`src/rtl/pfv_map.svh`:
```
`ifndef PFV_MAP_SVH
`define PFV_MAP_SVH

// Command codes of the word registers
`define PFV_CMD_VOUT_MIN      8'h2b
`define PFV_CMD_FREQ_SWITCH   8'h33
`define PFV_CMD_VIN_ON        8'h35

// SLINEAR11 field layout
`define PFV_EXP_MSB           15
`define PFV_EXP_LSB           11
`define PFV_MAN_MSB           10
`define PFV_MAN_LSB           0

// Reset exponent of the turn-on threshold, two's complement -2
`define PFV_TURN_ON_EXPONENT_RST       5'h1e

// Frequency write range in kHz, upper bound exclusive
`define PFV_FREQ_MIN_KHZ      12'h001
`define PFV_FREQ_MAX_KHZ      12'h671

// Largest positive 11-bit mantissa, used when building the exponent
`define PFV_MAN_POS_MAX       11'h3ff

// Turn-on threshold range in 1/16 V units: 2.50 V to 18.25 V
`define PFV_VON_MIN_16TH      10'h028
`define PFV_VON_MAX_16TH      10'h124
// Lowest threshold in 0.25 V steps (2.50 V)
`define PFV_VON_BASE_QTR      8'h0a

// Decoder scaling: frequency in kHz, turn-on voltage in 1/16 V
`define PFV_FREQ_SHIFT        0
`define PFV_VON_SHIFT         4

`endif

```
`src/rtl/pfv_pkg.sv`:
```
package pfv_pkg;

    // One PMBus data word
    typedef logic [15:0] pfv_word_t;

    // Hardware frequency setting in kHz
    typedef logic [10:0] pfv_khz_t;

    // Turn-on threshold hardware code, 0.25 V per step above 2.50 V
    typedef logic [5:0] pfv_von_code_t;

endpackage

```
`src/rtl/pfv_slinear_dec.sv`:
```
`timescale 1ns/1ps
// SLINEAR11 decoder: value scaled by 2^SHIFT, floored, saturated
module pfv_slinear_dec #(
    parameter int SHIFT = 0,  // Extra left shift for fractional units
    parameter int OUT_W = 12  // Width of the decoded value
) (
    input  wire logic [15:0]      word_i,    // SLINEAR11 word
    output logic      [OUT_W-1:0] value_o,   // Decoded magnitude
    output logic                  negative_o, // Value below zero
    output logic                  overflow_o  // Value above OUT_W range
);

    // Elaboration check on the scaling range
    if (SHIFT < 0 || SHIFT > 8 || OUT_W < 2 || OUT_W > 32) begin : g_chk
        $error("pfv_slinear_dec: unsupported SHIFT or OUT_W");
    end

    logic signed [5:0]  sh;   // Net shift amount
    logic signed [47:0] wide; // Mantissa after shifting

    ////////////////////////////////////////////////////////////////////////////////
    // Right shifts are arithmetic so a fraction always rounds down
    always_comb begin
        sh   = $signed({word_i[15], word_i[15:11]}) + $signed(6'(SHIFT));
        wide = 48'($signed(word_i[10:0]));
        if (sh >= 0) begin
            wide = wide <<< sh[4:0];
        end else begin
            wide = wide >>> 6'(-sh);
        end
        negative_o = wide[47];
        overflow_o = !wide[47] && (wide[46:OUT_W] != '0);
        if (negative_o) begin
            value_o = '0;
        end else if (overflow_o) begin
            value_o = '1;
        end else begin
            value_o = wide[OUT_W-1:0];
        end
    end

endmodule // pfv_slinear_dec

```
`src/rtl/pfv_freq_bin.sv`:
```
`timescale 1ns/1ps
// Maps a requested frequency onto the discrete hardware bins
module pfv_freq_bin (
    input  wire logic [11:0] freq_khz_i, // Requested frequency, kHz
    output logic      [10:0] bin_khz_o   // Effective frequency, kHz
);

    ////////////////////////////////////////////////////////////////////////////////
    // Gap values (250, 300, ...) fall into the lower bin
    always_comb begin
        if (freq_khz_i <= 12'h0fa) begin // Up to 250
            bin_khz_o = 11'h0e1; // 225
        end else if (freq_khz_i <= 12'h12c) begin // Up to 300
            bin_khz_o = 11'h113; // 275
        end else if (freq_khz_i <= 12'h15e) begin // Up to 350
            bin_khz_o = 11'h145; // 325
        end else if (freq_khz_i <= 12'h19a) begin // Up to 410
            bin_khz_o = 11'h177; // 375
        end else if (freq_khz_i <= 12'h1f4) begin // Up to 500
            bin_khz_o = 11'h1c2; // 450
        end else if (freq_khz_i <= 12'h258) begin // Up to 600
            bin_khz_o = 11'h226; // 550
        end else if (freq_khz_i <= 12'h2bc) begin // Up to 700
            bin_khz_o = 11'h28a; // 650
        end else if (freq_khz_i <= 12'h334) begin // Up to 820
            bin_khz_o = 11'h2ee; // 750
        end else if (freq_khz_i <= 12'h3e8) begin // Up to 1000
            bin_khz_o = 11'h384; // 900
        end else if (freq_khz_i <= 12'h4b0) begin // Up to 1200
            bin_khz_o = 11'h44c; // 1100
        end else if (freq_khz_i <= 12'h578) begin // Up to 1400
            bin_khz_o = 11'h514; // 1300
        end else begin // Up to 1650
            bin_khz_o = 11'h5dc; // 1500
        end
    end

endmodule // pfv_freq_bin

```
`src/rtl/pfv_config.sv`:
```
`timescale 1ns/1ps
`include "pfv_map.svh"
module pfv_config #(
    parameter logic [15:0] VOUT_LIM_LO = 16'h0000, // Lowest valid output voltage word
    parameter logic [15:0] VOUT_LIM_HI = 16'h5800  // Highest valid output voltage word
) (
    input  wire logic        clk_sys_i,       // System clock, 250 MHz
    input  wire logic        rstn_i,          // Power-on reset, active low
    input  wire logic        cmd_valid_i,     // Word transaction strobe
    input  wire logic        cmd_write_i,     // 1 write word, 0 read word
    input  wire logic [7:0]  cmd_code_i,      // Command code
    input  wire logic [15:0] cmd_wdata_i,     // Write data word
    output logic             rsp_valid_o,     // Answer strobe
    output logic      [15:0] rsp_rdata_o,     // Read data word
    input  wire logic        status_clear_i,  // Clears the sticky faults
    output logic             data_fault_o,    // Sticky invalid data flag
    output logic             cmd_fault_o,     // Sticky unsupported command flag
    output logic             host_notify_o,   // One-cycle host notification
    input  wire logic        conversion_en_i, // Power conversion enabled
    input  wire logic        nvm_restore_i,   // Restore-all pulse
    input  wire logic [10:0] nvm_freq_khz_i,  // Stored frequency, kHz
    input  wire logic [10:0] nvm_turn_on_mantissa_i,   // Stored turn-on mantissa
    input  wire logic [15:0] nvm_vout_min_i,  // Stored minimum output word
    input  wire logic        supply_uvlo_i,   // Analog supply below lockout
    input  wire logic [9:0]  vin_sense_i,     // Sensed input, 1/16 V units
    output logic      [10:0] freq_eff_khz_o,  // Applied frequency bin, kHz
    output logic      [5:0]  turn_on_code_o,  // Applied threshold code
    output logic      [15:0] vout_min_o,      // Minimum output word
    output logic             low_vin_mask_o   // Low-input fault masked
);

    ////////////////////////////////////////////////////////////////////////////////
    // Registers

    logic                  init_q;         // First cycle after reset release
    pfv_pkg::pfv_word_t    freq_reg_q;     // Frequency word as read back
    pfv_pkg::pfv_word_t    von_reg_q;      // Turn-on word as read back
    pfv_pkg::pfv_word_t    vout_min_q;     // Minimum output word
    pfv_pkg::pfv_khz_t     freq_hw_q;      // Frequency used by hardware
    pfv_pkg::pfv_von_code_t von_hw_q;      // Threshold used by hardware
    logic                  mask_q;         // Low-input fault mask
    logic                  rsp_valid_q;    // Answer strobe
    pfv_pkg::pfv_word_t    rsp_rdata_q;    // Answer data
    logic                  data_fault_q;   // Sticky invalid data
    logic                  cmd_fault_q;    // Sticky unsupported command
    logic                  notify_q;       // Notification pulse

    ////////////////////////////////////////////////////////////////////////////////
    // Command decode

    logic wr_freq;      // Write to the frequency word
    logic wr_von;       // Write to the turn-on word
    logic wr_vmin;      // Write to the minimum output word
    logic known_cmd;    // Code is one of ours
    logic load_nvm;     // Reload from memory this cycle

    always_comb begin
        wr_freq   = cmd_valid_i && cmd_write_i && (cmd_code_i == `PFV_CMD_FREQ_SWITCH);
        wr_von    = cmd_valid_i && cmd_write_i && (cmd_code_i == `PFV_CMD_VIN_ON);
        wr_vmin   = cmd_valid_i && cmd_write_i && (cmd_code_i == `PFV_CMD_VOUT_MIN);
        known_cmd = (cmd_code_i == `PFV_CMD_FREQ_SWITCH) ||
                    (cmd_code_i == `PFV_CMD_VIN_ON) ||
                    (cmd_code_i == `PFV_CMD_VOUT_MIN);
        load_nvm  = init_q || nvm_restore_i;
    end

    ////////////////////////////////////////////////////////////////////////////////
    // Frequency word built from the stored kHz value

    pfv_pkg::pfv_word_t nvm_freq_word; // Stored frequency as SLINEAR11

    // Above 1023 kHz the mantissa no longer fits, so step the exponent to 1
    always_comb begin
        if (nvm_freq_khz_i > `PFV_MAN_POS_MAX) begin
            nvm_freq_word = {5'h01, 1'b0, nvm_freq_khz_i[10:1]};
        end else begin
            nvm_freq_word = {5'h00, nvm_freq_khz_i};
        end
    end

    ////////////////////////////////////////////////////////////////////////////////
    // Decoders

    logic [11:0] wr_freq_khz;  // Decoded write frequency
    logic        wr_freq_neg;  // Write frequency negative
    logic        wr_freq_ovf;  // Write frequency too large
    logic [11:0] st_freq_khz;  // Decoded stored frequency
    logic [9:0]  von_16th;     // Decoded threshold, 1/16 V
    logic        von_neg;      // Threshold negative
    logic        von_ovf;      // Threshold too large
    pfv_pkg::pfv_word_t st_freq_word; // Stored-side frequency source
    pfv_pkg::pfv_word_t von_word;     // Turn-on decoder source

    always_comb begin
        st_freq_word = load_nvm ? nvm_freq_word : freq_reg_q;
        // Memory restore always brings back the fixed exponent
        von_word = load_nvm ? {`PFV_TURN_ON_EXPONENT_RST, nvm_turn_on_mantissa_i} : cmd_wdata_i;
    end

    // Write-side frequency, SLINEAR11 in kHz
    pfv_slinear_dec #(
        .SHIFT (`PFV_FREQ_SHIFT),
        .OUT_W (12)
    ) u_dec_wr_freq (
        .word_i     (cmd_wdata_i),
        .value_o    (wr_freq_khz),
        .negative_o (wr_freq_neg),
        .overflow_o (wr_freq_ovf)
    );

    // Stored-side frequency, for restore and lockout reapply
    pfv_slinear_dec #(
        .SHIFT (`PFV_FREQ_SHIFT),
        .OUT_W (12)
    ) u_dec_st_freq (
        .word_i     (st_freq_word),
        .value_o    (st_freq_khz),
        .negative_o (),
        .overflow_o ()
    );

    // Turn-on threshold, fine units so range checks see fractions
    pfv_slinear_dec #(
        .SHIFT (`PFV_VON_SHIFT),
        .OUT_W (10)
    ) u_dec_von (
        .word_i     (von_word),
        .value_o    (von_16th),
        .negative_o (von_neg),
        .overflow_o (von_ovf)
    );

    ////////////////////////////////////////////////////////////////////////////////
    // Validity and hardware mapping

    logic        freq_ok;      // Write frequency in range
    logic        von_ok;       // Turn-on value in range
    logic        vmin_ok;      // Minimum output in range
    logic        bad_write;    // Any rejected write
    logic [11:0] bin_src;      // Frequency fed to the bin map
    logic [10:0] bin_khz;      // Resulting bin
    logic [5:0]  von_code;     // Threshold code after round down
    logic        apply_freq;   // Load the hardware frequency
    logic        apply_wr;     // Hardware takes the written frequency

    always_comb begin
        freq_ok = !wr_freq_neg && !wr_freq_ovf &&
                  (wr_freq_khz >= `PFV_FREQ_MIN_KHZ) &&
                  (wr_freq_khz < `PFV_FREQ_MAX_KHZ);
        // Any binary value in range is kept as written
        von_ok  = !von_neg && !von_ovf &&
                  (von_16th >= `PFV_VON_MIN_16TH) && (von_16th <= `PFV_VON_MAX_16TH);
        vmin_ok = (cmd_wdata_i >= VOUT_LIM_LO) && (cmd_wdata_i <= VOUT_LIM_HI);
        bad_write = (wr_freq && !freq_ok) || (wr_von && !von_ok) || (wr_vmin && !vmin_ok);
        // Dropping the two fraction bits floors to the 0.25 V step
        von_code = 6'(von_16th[9:2] - `PFV_VON_BASE_QTR);
        // Written value reaches hardware at write time only with conversion off; lockout reapplies it later
        apply_wr   = wr_freq && freq_ok && !conversion_en_i && !load_nvm;
        apply_freq = apply_wr || load_nvm || supply_uvlo_i;
        bin_src    = apply_wr ? wr_freq_khz : st_freq_khz;
    end

    pfv_freq_bin u_freq_bin (
        .freq_khz_i (bin_src),
        .bin_khz_o  (bin_khz)
    );

    ////////////////////////////////////////////////////////////////////////////////
    // Reset release marker, catches memory contents once after reset
    always_ff @(posedge clk_sys_i) begin
        if (!rstn_i) begin
            init_q <= 1'b1;
        end else begin
            init_q <= 1'b0;
        end
    end

    ////////////////////////////////////////////////////////////////////////////////
    // Readback words; a rejected write leaves the old value
    always_ff @(posedge clk_sys_i) begin
        if (!rstn_i) begin
            freq_reg_q <= 16'h0000;
            von_reg_q  <= {`PFV_TURN_ON_EXPONENT_RST, 11'h000};
            vout_min_q <= 16'h0000;
        end else if (load_nvm) begin
            freq_reg_q <= nvm_freq_word;
            von_reg_q  <= {`PFV_TURN_ON_EXPONENT_RST, nvm_turn_on_mantissa_i};
            vout_min_q <= nvm_vout_min_i;
        end else begin
            if (wr_freq && freq_ok) begin
                freq_reg_q <= cmd_wdata_i;
            end
            if (wr_von && von_ok) begin
                von_reg_q <= cmd_wdata_i;
            end
            if (wr_vmin && vmin_ok) begin
                vout_min_q <= cmd_wdata_i;
            end
        end
    end

    ////////////////////////////////////////////////////////////////////////////////
    // Hardware frequency: blocked while converting until restore or lockout
    always_ff @(posedge clk_sys_i) begin
        if (!rstn_i) begin
            freq_hw_q <= 11'h000;
        end else if (apply_freq) begin
            freq_hw_q <= bin_khz;
        end
    end

    ////////////////////////////////////////////////////////////////////////////////
    // Hardware threshold follows every accepted write at once
    always_ff @(posedge clk_sys_i) begin
        if (!rstn_i) begin
            von_hw_q <= 6'h00;
        end else if (load_nvm) begin
            // Out-of-range stored values clamp to the end steps
            if (von_neg || von_16th < `PFV_VON_MIN_16TH) begin
                von_hw_q <= 6'h00;
            end else if (von_ovf || von_16th > `PFV_VON_MAX_16TH) begin
                von_hw_q <= 6'h3f;
            end else begin
                von_hw_q <= von_code;
            end
        end else if (wr_von && von_ok) begin
            von_hw_q <= von_code;
        end
    end

    ////////////////////////////////////////////////////////////////////////////////
    // Low-input fault mask; enable toggles and restores never touch it
    logic [9:0] thr_16th; // Applied threshold in 1/16 V

    always_comb begin
        thr_16th = 10'({(8'(von_hw_q) + `PFV_VON_BASE_QTR), 2'b00});
    end

    always_ff @(posedge clk_sys_i) begin
        if (!rstn_i) begin
            mask_q <= 1'b1;
        end else if (!init_q && vin_sense_i > thr_16th) begin
            mask_q <= 1'b0;
        end
    end

    ////////////////////////////////////////////////////////////////////////////////
    // Answer to each transaction, one cycle after it is taken
    always_ff @(posedge clk_sys_i) begin
        if (!rstn_i) begin
            rsp_valid_q <= 1'b0;
            rsp_rdata_q <= 16'h0000;
        end else begin
            rsp_valid_q <= cmd_valid_i;
            rsp_rdata_q <= 16'h0000;
            if (cmd_valid_i && !cmd_write_i) begin
                if (cmd_code_i == `PFV_CMD_FREQ_SWITCH) begin
                    rsp_rdata_q <= freq_reg_q;
                end else if (cmd_code_i == `PFV_CMD_VIN_ON) begin
                    rsp_rdata_q <= von_reg_q;
                end else if (cmd_code_i == `PFV_CMD_VOUT_MIN) begin
                    rsp_rdata_q <= vout_min_q;
                end
            end
        end
    end

    ////////////////////////////////////////////////////////////////////////////////
    // Sticky faults and notification; a new fault beats a clear
    always_ff @(posedge clk_sys_i) begin
        if (!rstn_i) begin
            data_fault_q <= 1'b0;
            cmd_fault_q  <= 1'b0;
            notify_q     <= 1'b0;
        end else begin
            if (bad_write) begin
                data_fault_q <= 1'b1;
            end else if (status_clear_i) begin
                data_fault_q <= 1'b0;
            end
            if (cmd_valid_i && !known_cmd) begin
                cmd_fault_q <= 1'b1;
            end else if (status_clear_i) begin
                cmd_fault_q <= 1'b0;
            end
            notify_q <= bad_write || (cmd_valid_i && !known_cmd);
        end
    end

    ////////////////////////////////////////////////////////////////////////////////
    // Outputs straight from flip-flops
    always_comb begin
        rsp_valid_o    = rsp_valid_q;
        rsp_rdata_o    = rsp_rdata_q;
        data_fault_o   = data_fault_q;
        cmd_fault_o    = cmd_fault_q;
        host_notify_o  = notify_q;
        freq_eff_khz_o = freq_hw_q;
        turn_on_code_o = von_hw_q;
        vout_min_o     = vout_min_q;
        low_vin_mask_o = mask_q;
    end

endmodule // pfv_config

```
`config.mk`:
```
export PLATFORM = sky130hd
export DESIGN_NAME = pfv_config
export DESIGN_NICKNAME = d
export VERILOG_FILES = /design/src/rtl/pfv_pkg.sv /design/src/rtl/pfv_slinear_dec.sv /design/src/rtl/pfv_freq_bin.sv /design/src/rtl/pfv_config.sv
export VERILOG_INCLUDE_DIRS = /design/src /design/src/rtl
export SDC_FILE = /design/constraint.sdc
export NUM_CORES = 1
export LEC_CHECK = 0
export BUFFER_PORTS_ARGS = -buffer_cell sky130_fd_sc_hd__buf_2
export CAP_MARGIN = 20
export CORE_UTILIZATION = 30
export DETAILED_ROUTE_END_ITERATION = 7
export PLACE_DENSITY_LB_ADDON = 0.12
export SLEW_MARGIN = 10
export SYNTH_ARGS = -nofsm -noshare
export SYNTH_HDL_FRONTEND = slang
export SYNTH_SLANG_ARGS = --single-unit
```
`constraint.sdc`:
```
create_clock -name clk_sys_i -period 15.6 [get_ports clk_sys_i]
set_clock_uncertainty 0.05 [all_clocks]
set_input_delay 0 -clock clk_sys_i [delete_from_list [all_inputs] [get_ports clk_sys_i]]
set_output_delay 0 -clock clk_sys_i [all_outputs]
set_load 0.05 [all_outputs]
```
==> metrics.md <==
| Metric | Value |
|---|---|
| Clock Path Buffers | `2` |
| Total Routed Length | `48300 um` |
| IO Port Bufs | `around 130` |
| Crit path buf inv count | `2` |
| Synth Area in XOR/XNOR | `0.01168` |
| Average size of a mapped cell | `7.517 sq um` |
| Worst-path clk slew | `0.07 ns` |
| Clock tree from TritonCTS | `done` |
| Cell count along the critical path | `15` |
| Post-synth EDFFs | `0` |
| Top cells by count, synth | `nand2_1 (122), nor2_1 (120), mux2i_1 (96), a21oi_1 (91), dfxtp_1 (87)` |
| Cells after Synth | `roughly 1400` |
| Top Ports | `134` |
| Std cell rows | `69` |
| R2r startpoint | `init_q` |
| Yosys top cell by area | `dfxtp_1` |
| Num CTS Buffers | `9` |
| Final Cycle Share | `0.4332` |
| Clk root buf | `clkbuf_16` |
| YS warnings | `0` |
| DP Worst Slack | `8.990 ns` |
| Post-Layout Cell Count | `1963` |
| Vias/cell | `~6.2` |
| Max FO, Critical Path | `30` |
| Placer Congestion | `between 0.9 and 1` |
| Max VDD drop | `0.07532 mV` |
| Post-synthesis register bit count | `87` |
| Leakage | `4.547 nW` |
| Pin slew with the least headroom to its limit | `1.027 ns` |
| Synth-to-Final Area Change | `12.35%` |
| Top-count cell post-synth | `nand2_1` |
| H-tree levels | `3` |
| RSZ-0062 raised after global routing | `false` |
| Compound-Gate Fraction of Synth Area | `0.3439` |
| Antenna Violating Nets Remaining | `0` |
| First-pass detailed-route iteration total | `7` |
| Post-synthesis mux area share | `0.1513` |
| Synth Flop Type | `dfxtp_1` |
| Layout cells sized above 1 | `0.1827` |
| Slew HR | `0.3083` |
| Max-Cap Viols | `0` |
| Final worst setup slack | `8.843 ns` |
| Outcome | `complete, no violations` |
| Hold crit path type | `in -> reg` |
| Die Width | `191.9 um` |
| NumNets Final | `1591` |
| Cell Area, Synth | `around 11000 sq um` |
| Yosys cell types | `between 100 and 150` |
| Remaining DRCs | `0` |
| Hold Path Origin | `vin_sense_i[9]` |
| DR WL/cell | `24.61 um` |
| # setup viols final | `0` |
| Via Count | `12270` |
| Post-Synth Adder-Cell Area | `0.01735` |
| Ys async rst share | `0` |
| WS Path Type | `reg -> reg` |
| Initial antenna violation count | `2` |
| Clk Latency, worst-skew pair | `around 0.36 ns` |
| Vias in the first global route | `11720` |
| CP Cell Sequence | `buf_4, nor3_2, inv_2, ha_1, or4_4, and2_1, nor2_1, o2111ai_1, a211oi_1, a31oi_1, or3_1, a211o_1, a21boi_2, nand4_1, a32o_1` |
| Setup Total Neg Slack | `0 ns` |
| Min Tclk post-route | `between 6 and 7 ns` |
| Worst Path Arrival | `6.95 ns` |
| Yosys top cell area share | `0.1610` |
| Final Hold Fails | `0` |
| Syn_nets | `1534` |
| Hold_buf cts | `23` |
| Critical path's largest stage delay | `0.76 ns` |
| Type of element capturing the critical path | `flip-flop` |
| Worst Hold Path Cells | `4` |
| CP max stage cell | `nand4_1` |
| Worst setup path startpoint | `init_q` |
| Post-synthesis sequential area ratio | `0.1610` |
| Largest net degree at the start of global routing | `85` |
| Final Max Tran Viols | `0` |
| Post_cts resized | `0` |
| Die area | `between 30000 and 40000 sq um` |
| Post CTS Setup Buffer Count | `0` |
| GRT Residual Overflow | `0` |
| Die height | `191.9 um` |
| Placed insts | `1923` |
| CP Launch Type | `flip-flop` |
| Starting density of the core | `0.3048` |
| FMAX | `148.0 MHz` |
| Largest family of logic cells by synthesized area | `compound AO/OA/AOI/OAI gates` |
| Wire length of the first global-routing pass | `a little over 70000 um` |
| Critical Path RT | `15.79 ns` |
| Sink Count | `87` |
| Area contributors post-synth | `dfxtp_1 (16%), mux2i_1 (8.9%), nand2_1 (4.2%)` |
| Worst path top cell family by delay | `simple AND/OR/NAND/NOR gates` |
| Initial drt markers | `approximately 1400` |
| Pwr dens | `around 69 nW/um^2` |
| Total GRT Usage | `0.2582` |
| Post-DP HPWL | `35360 um` |
| Worst Reg-to-Reg Cells | `15` |
| Post-synthesis simple-gate area fraction | `0.2488` |
| Core Box Area | `35480 sq um` |
## flip-flops by register name, summed over array words and instances (netlist names)
signal / cells
freq_reg_q: 16
rsp_rdata_o: 16
von_reg_q: 16
vout_min_o: 16
freq_eff_khz_o: 11
turn_on_code_o: 6
cmd_fault_o: 1
data_fault_o: 1
host_notify_o: 1
init_q: 1
low_vin_mask_o: 1
rsp_valid_o: 1
## cell usage in the layout (no fill, tap or decap), types with 10 or more instances in the layout
| cell | synthesis | final |
|---|---|---|
| a211o_1 | 13 | 13 |
| a211oi_1 | 44 | 44 |
| a21o_1 | 11 | 11 |
| a21oi_1 | 91 | 91 |
| a222oi_1 | 16 | 16 |
| a22oi_1 | 14 | 14 |
| a311oi_1 | 13 | 13 |
| a31oi_1 | 22 | 22 |
| and2_1 | 15 | 15 |
| and3_1 | 13 | 13 |
| buf_2 | 38 | 133 |
| buf_4 | 4 | 15 |
| dfxtp_1 | 87 | 86 |
| dlygate4sd3_1 | 0 | 23 |
| ha_1 | 15 | 15 |
| inv_1 | 26 | 26 |
| mux2_2 | 29 | 29 |
| mux2i_1 | 96 | 96 |
| mux4_2 | 15 | 15 |
| nand2_1 | 122 | 122 |
| nand2b_1 | 30 | 30 |
| nand3_1 | 32 | 32 |
| nand4_1 | 13 | 13 |
| nor2_1 | 120 | 120 |
| nor2b_1 | 23 | 23 |
| nor3_1 | 50 | 50 |
| nor4_1 | 19 | 19 |
| o211ai_1 | 11 | 11 |
| o21a_1 | 16 | 16 |
| o21ai_0 | 70 | 70 |
| o21ai_1 | 10 | 10 |
| o22ai_1 | 15 | 15 |
| o31ai_1 | 16 | 16 |
| or3_1 | 12 | 12 |
## worst min-delay path, stage by stage
cell and delay (ns):
buf_2 0.09, a211oi_1 0.06, o31ai_1 0.18, nand2_1 0.05
## per-layer routing
metal / GRT usage / routed length (um) / vias to the layer above
met5: 0 / 0 / -
met4: 0.07937 / 1209 / 0
met3: 0.02978 / 2990 / 64
met2: 0.4218 / 22020 / 503
met1: 0.3522 / 22080 / 5985
li1: - / - / 5714
## stage by stage
stage	power (mW)	area, sq um	util	hold slack, ns
2_1_floorplan	0.4932	10820	-	0.08605
3_3_place_gp	0.5961	11590	0.3268	0.2047
3_5_place_dp	0.5950	11610	0.3271	0.2046
4_1_cts	0.8430	12150	0.3424	0.01009
5_1_grt	0.8832	12150	0.3424	0.04394
6_report	0.8426	12150	0.3425	0.02627
## where the power goes
| group | internal (mW) | leakage, nW | switching (mW) | total [mW] |
|---|---|---|---|---|
| Clock | 0.140 | 0.153 | 0.101 | 0.242 |
| Combinational | 0.120 | 3.68 | 0.229 | 0.349 |
| Sequential | 0.235 | 0.717 | 0.0165 | 0.252 |
## logic make-up (layout without fill, tap and decap cells)
group           count (synthesis)  count (layout)
compound gates                509             509
xor+xnor                       12              12
fa+ha+maj                      15              15
buf+inv                       159             220
flops                          87              87
mux                           141             141
other cells                     0               2
simple gates                  516             516
## worst paths after layout
path / slack (ns) / endpoint
setup reg to reg: 8.84 / turn_on_code_o[2]
hold reg to reg: 0.42 / freq_eff_khz_o[9]
setup / recovery: 8.84 / turn_on_code_o[2]
hold / removal: 0.03 / low_vin_mask_o
## cell type report
cell class / count / area [sq um]
Inverter: 33 / 125.1
Antenna cell: 2 / 5.005
Multi-Input combinational cell: 1193 / 8372
Timing Repair Buffer: 172 / 1020
Sequential cell: 87 / 1743
Fill cell: 3812 / 23330
Clock inverter: 5 / 82.58
Tap cell: 461 / 576.8
Clock buffer: 10 / 229.0
Note: power is estimated with default switching activity, not from simulation.
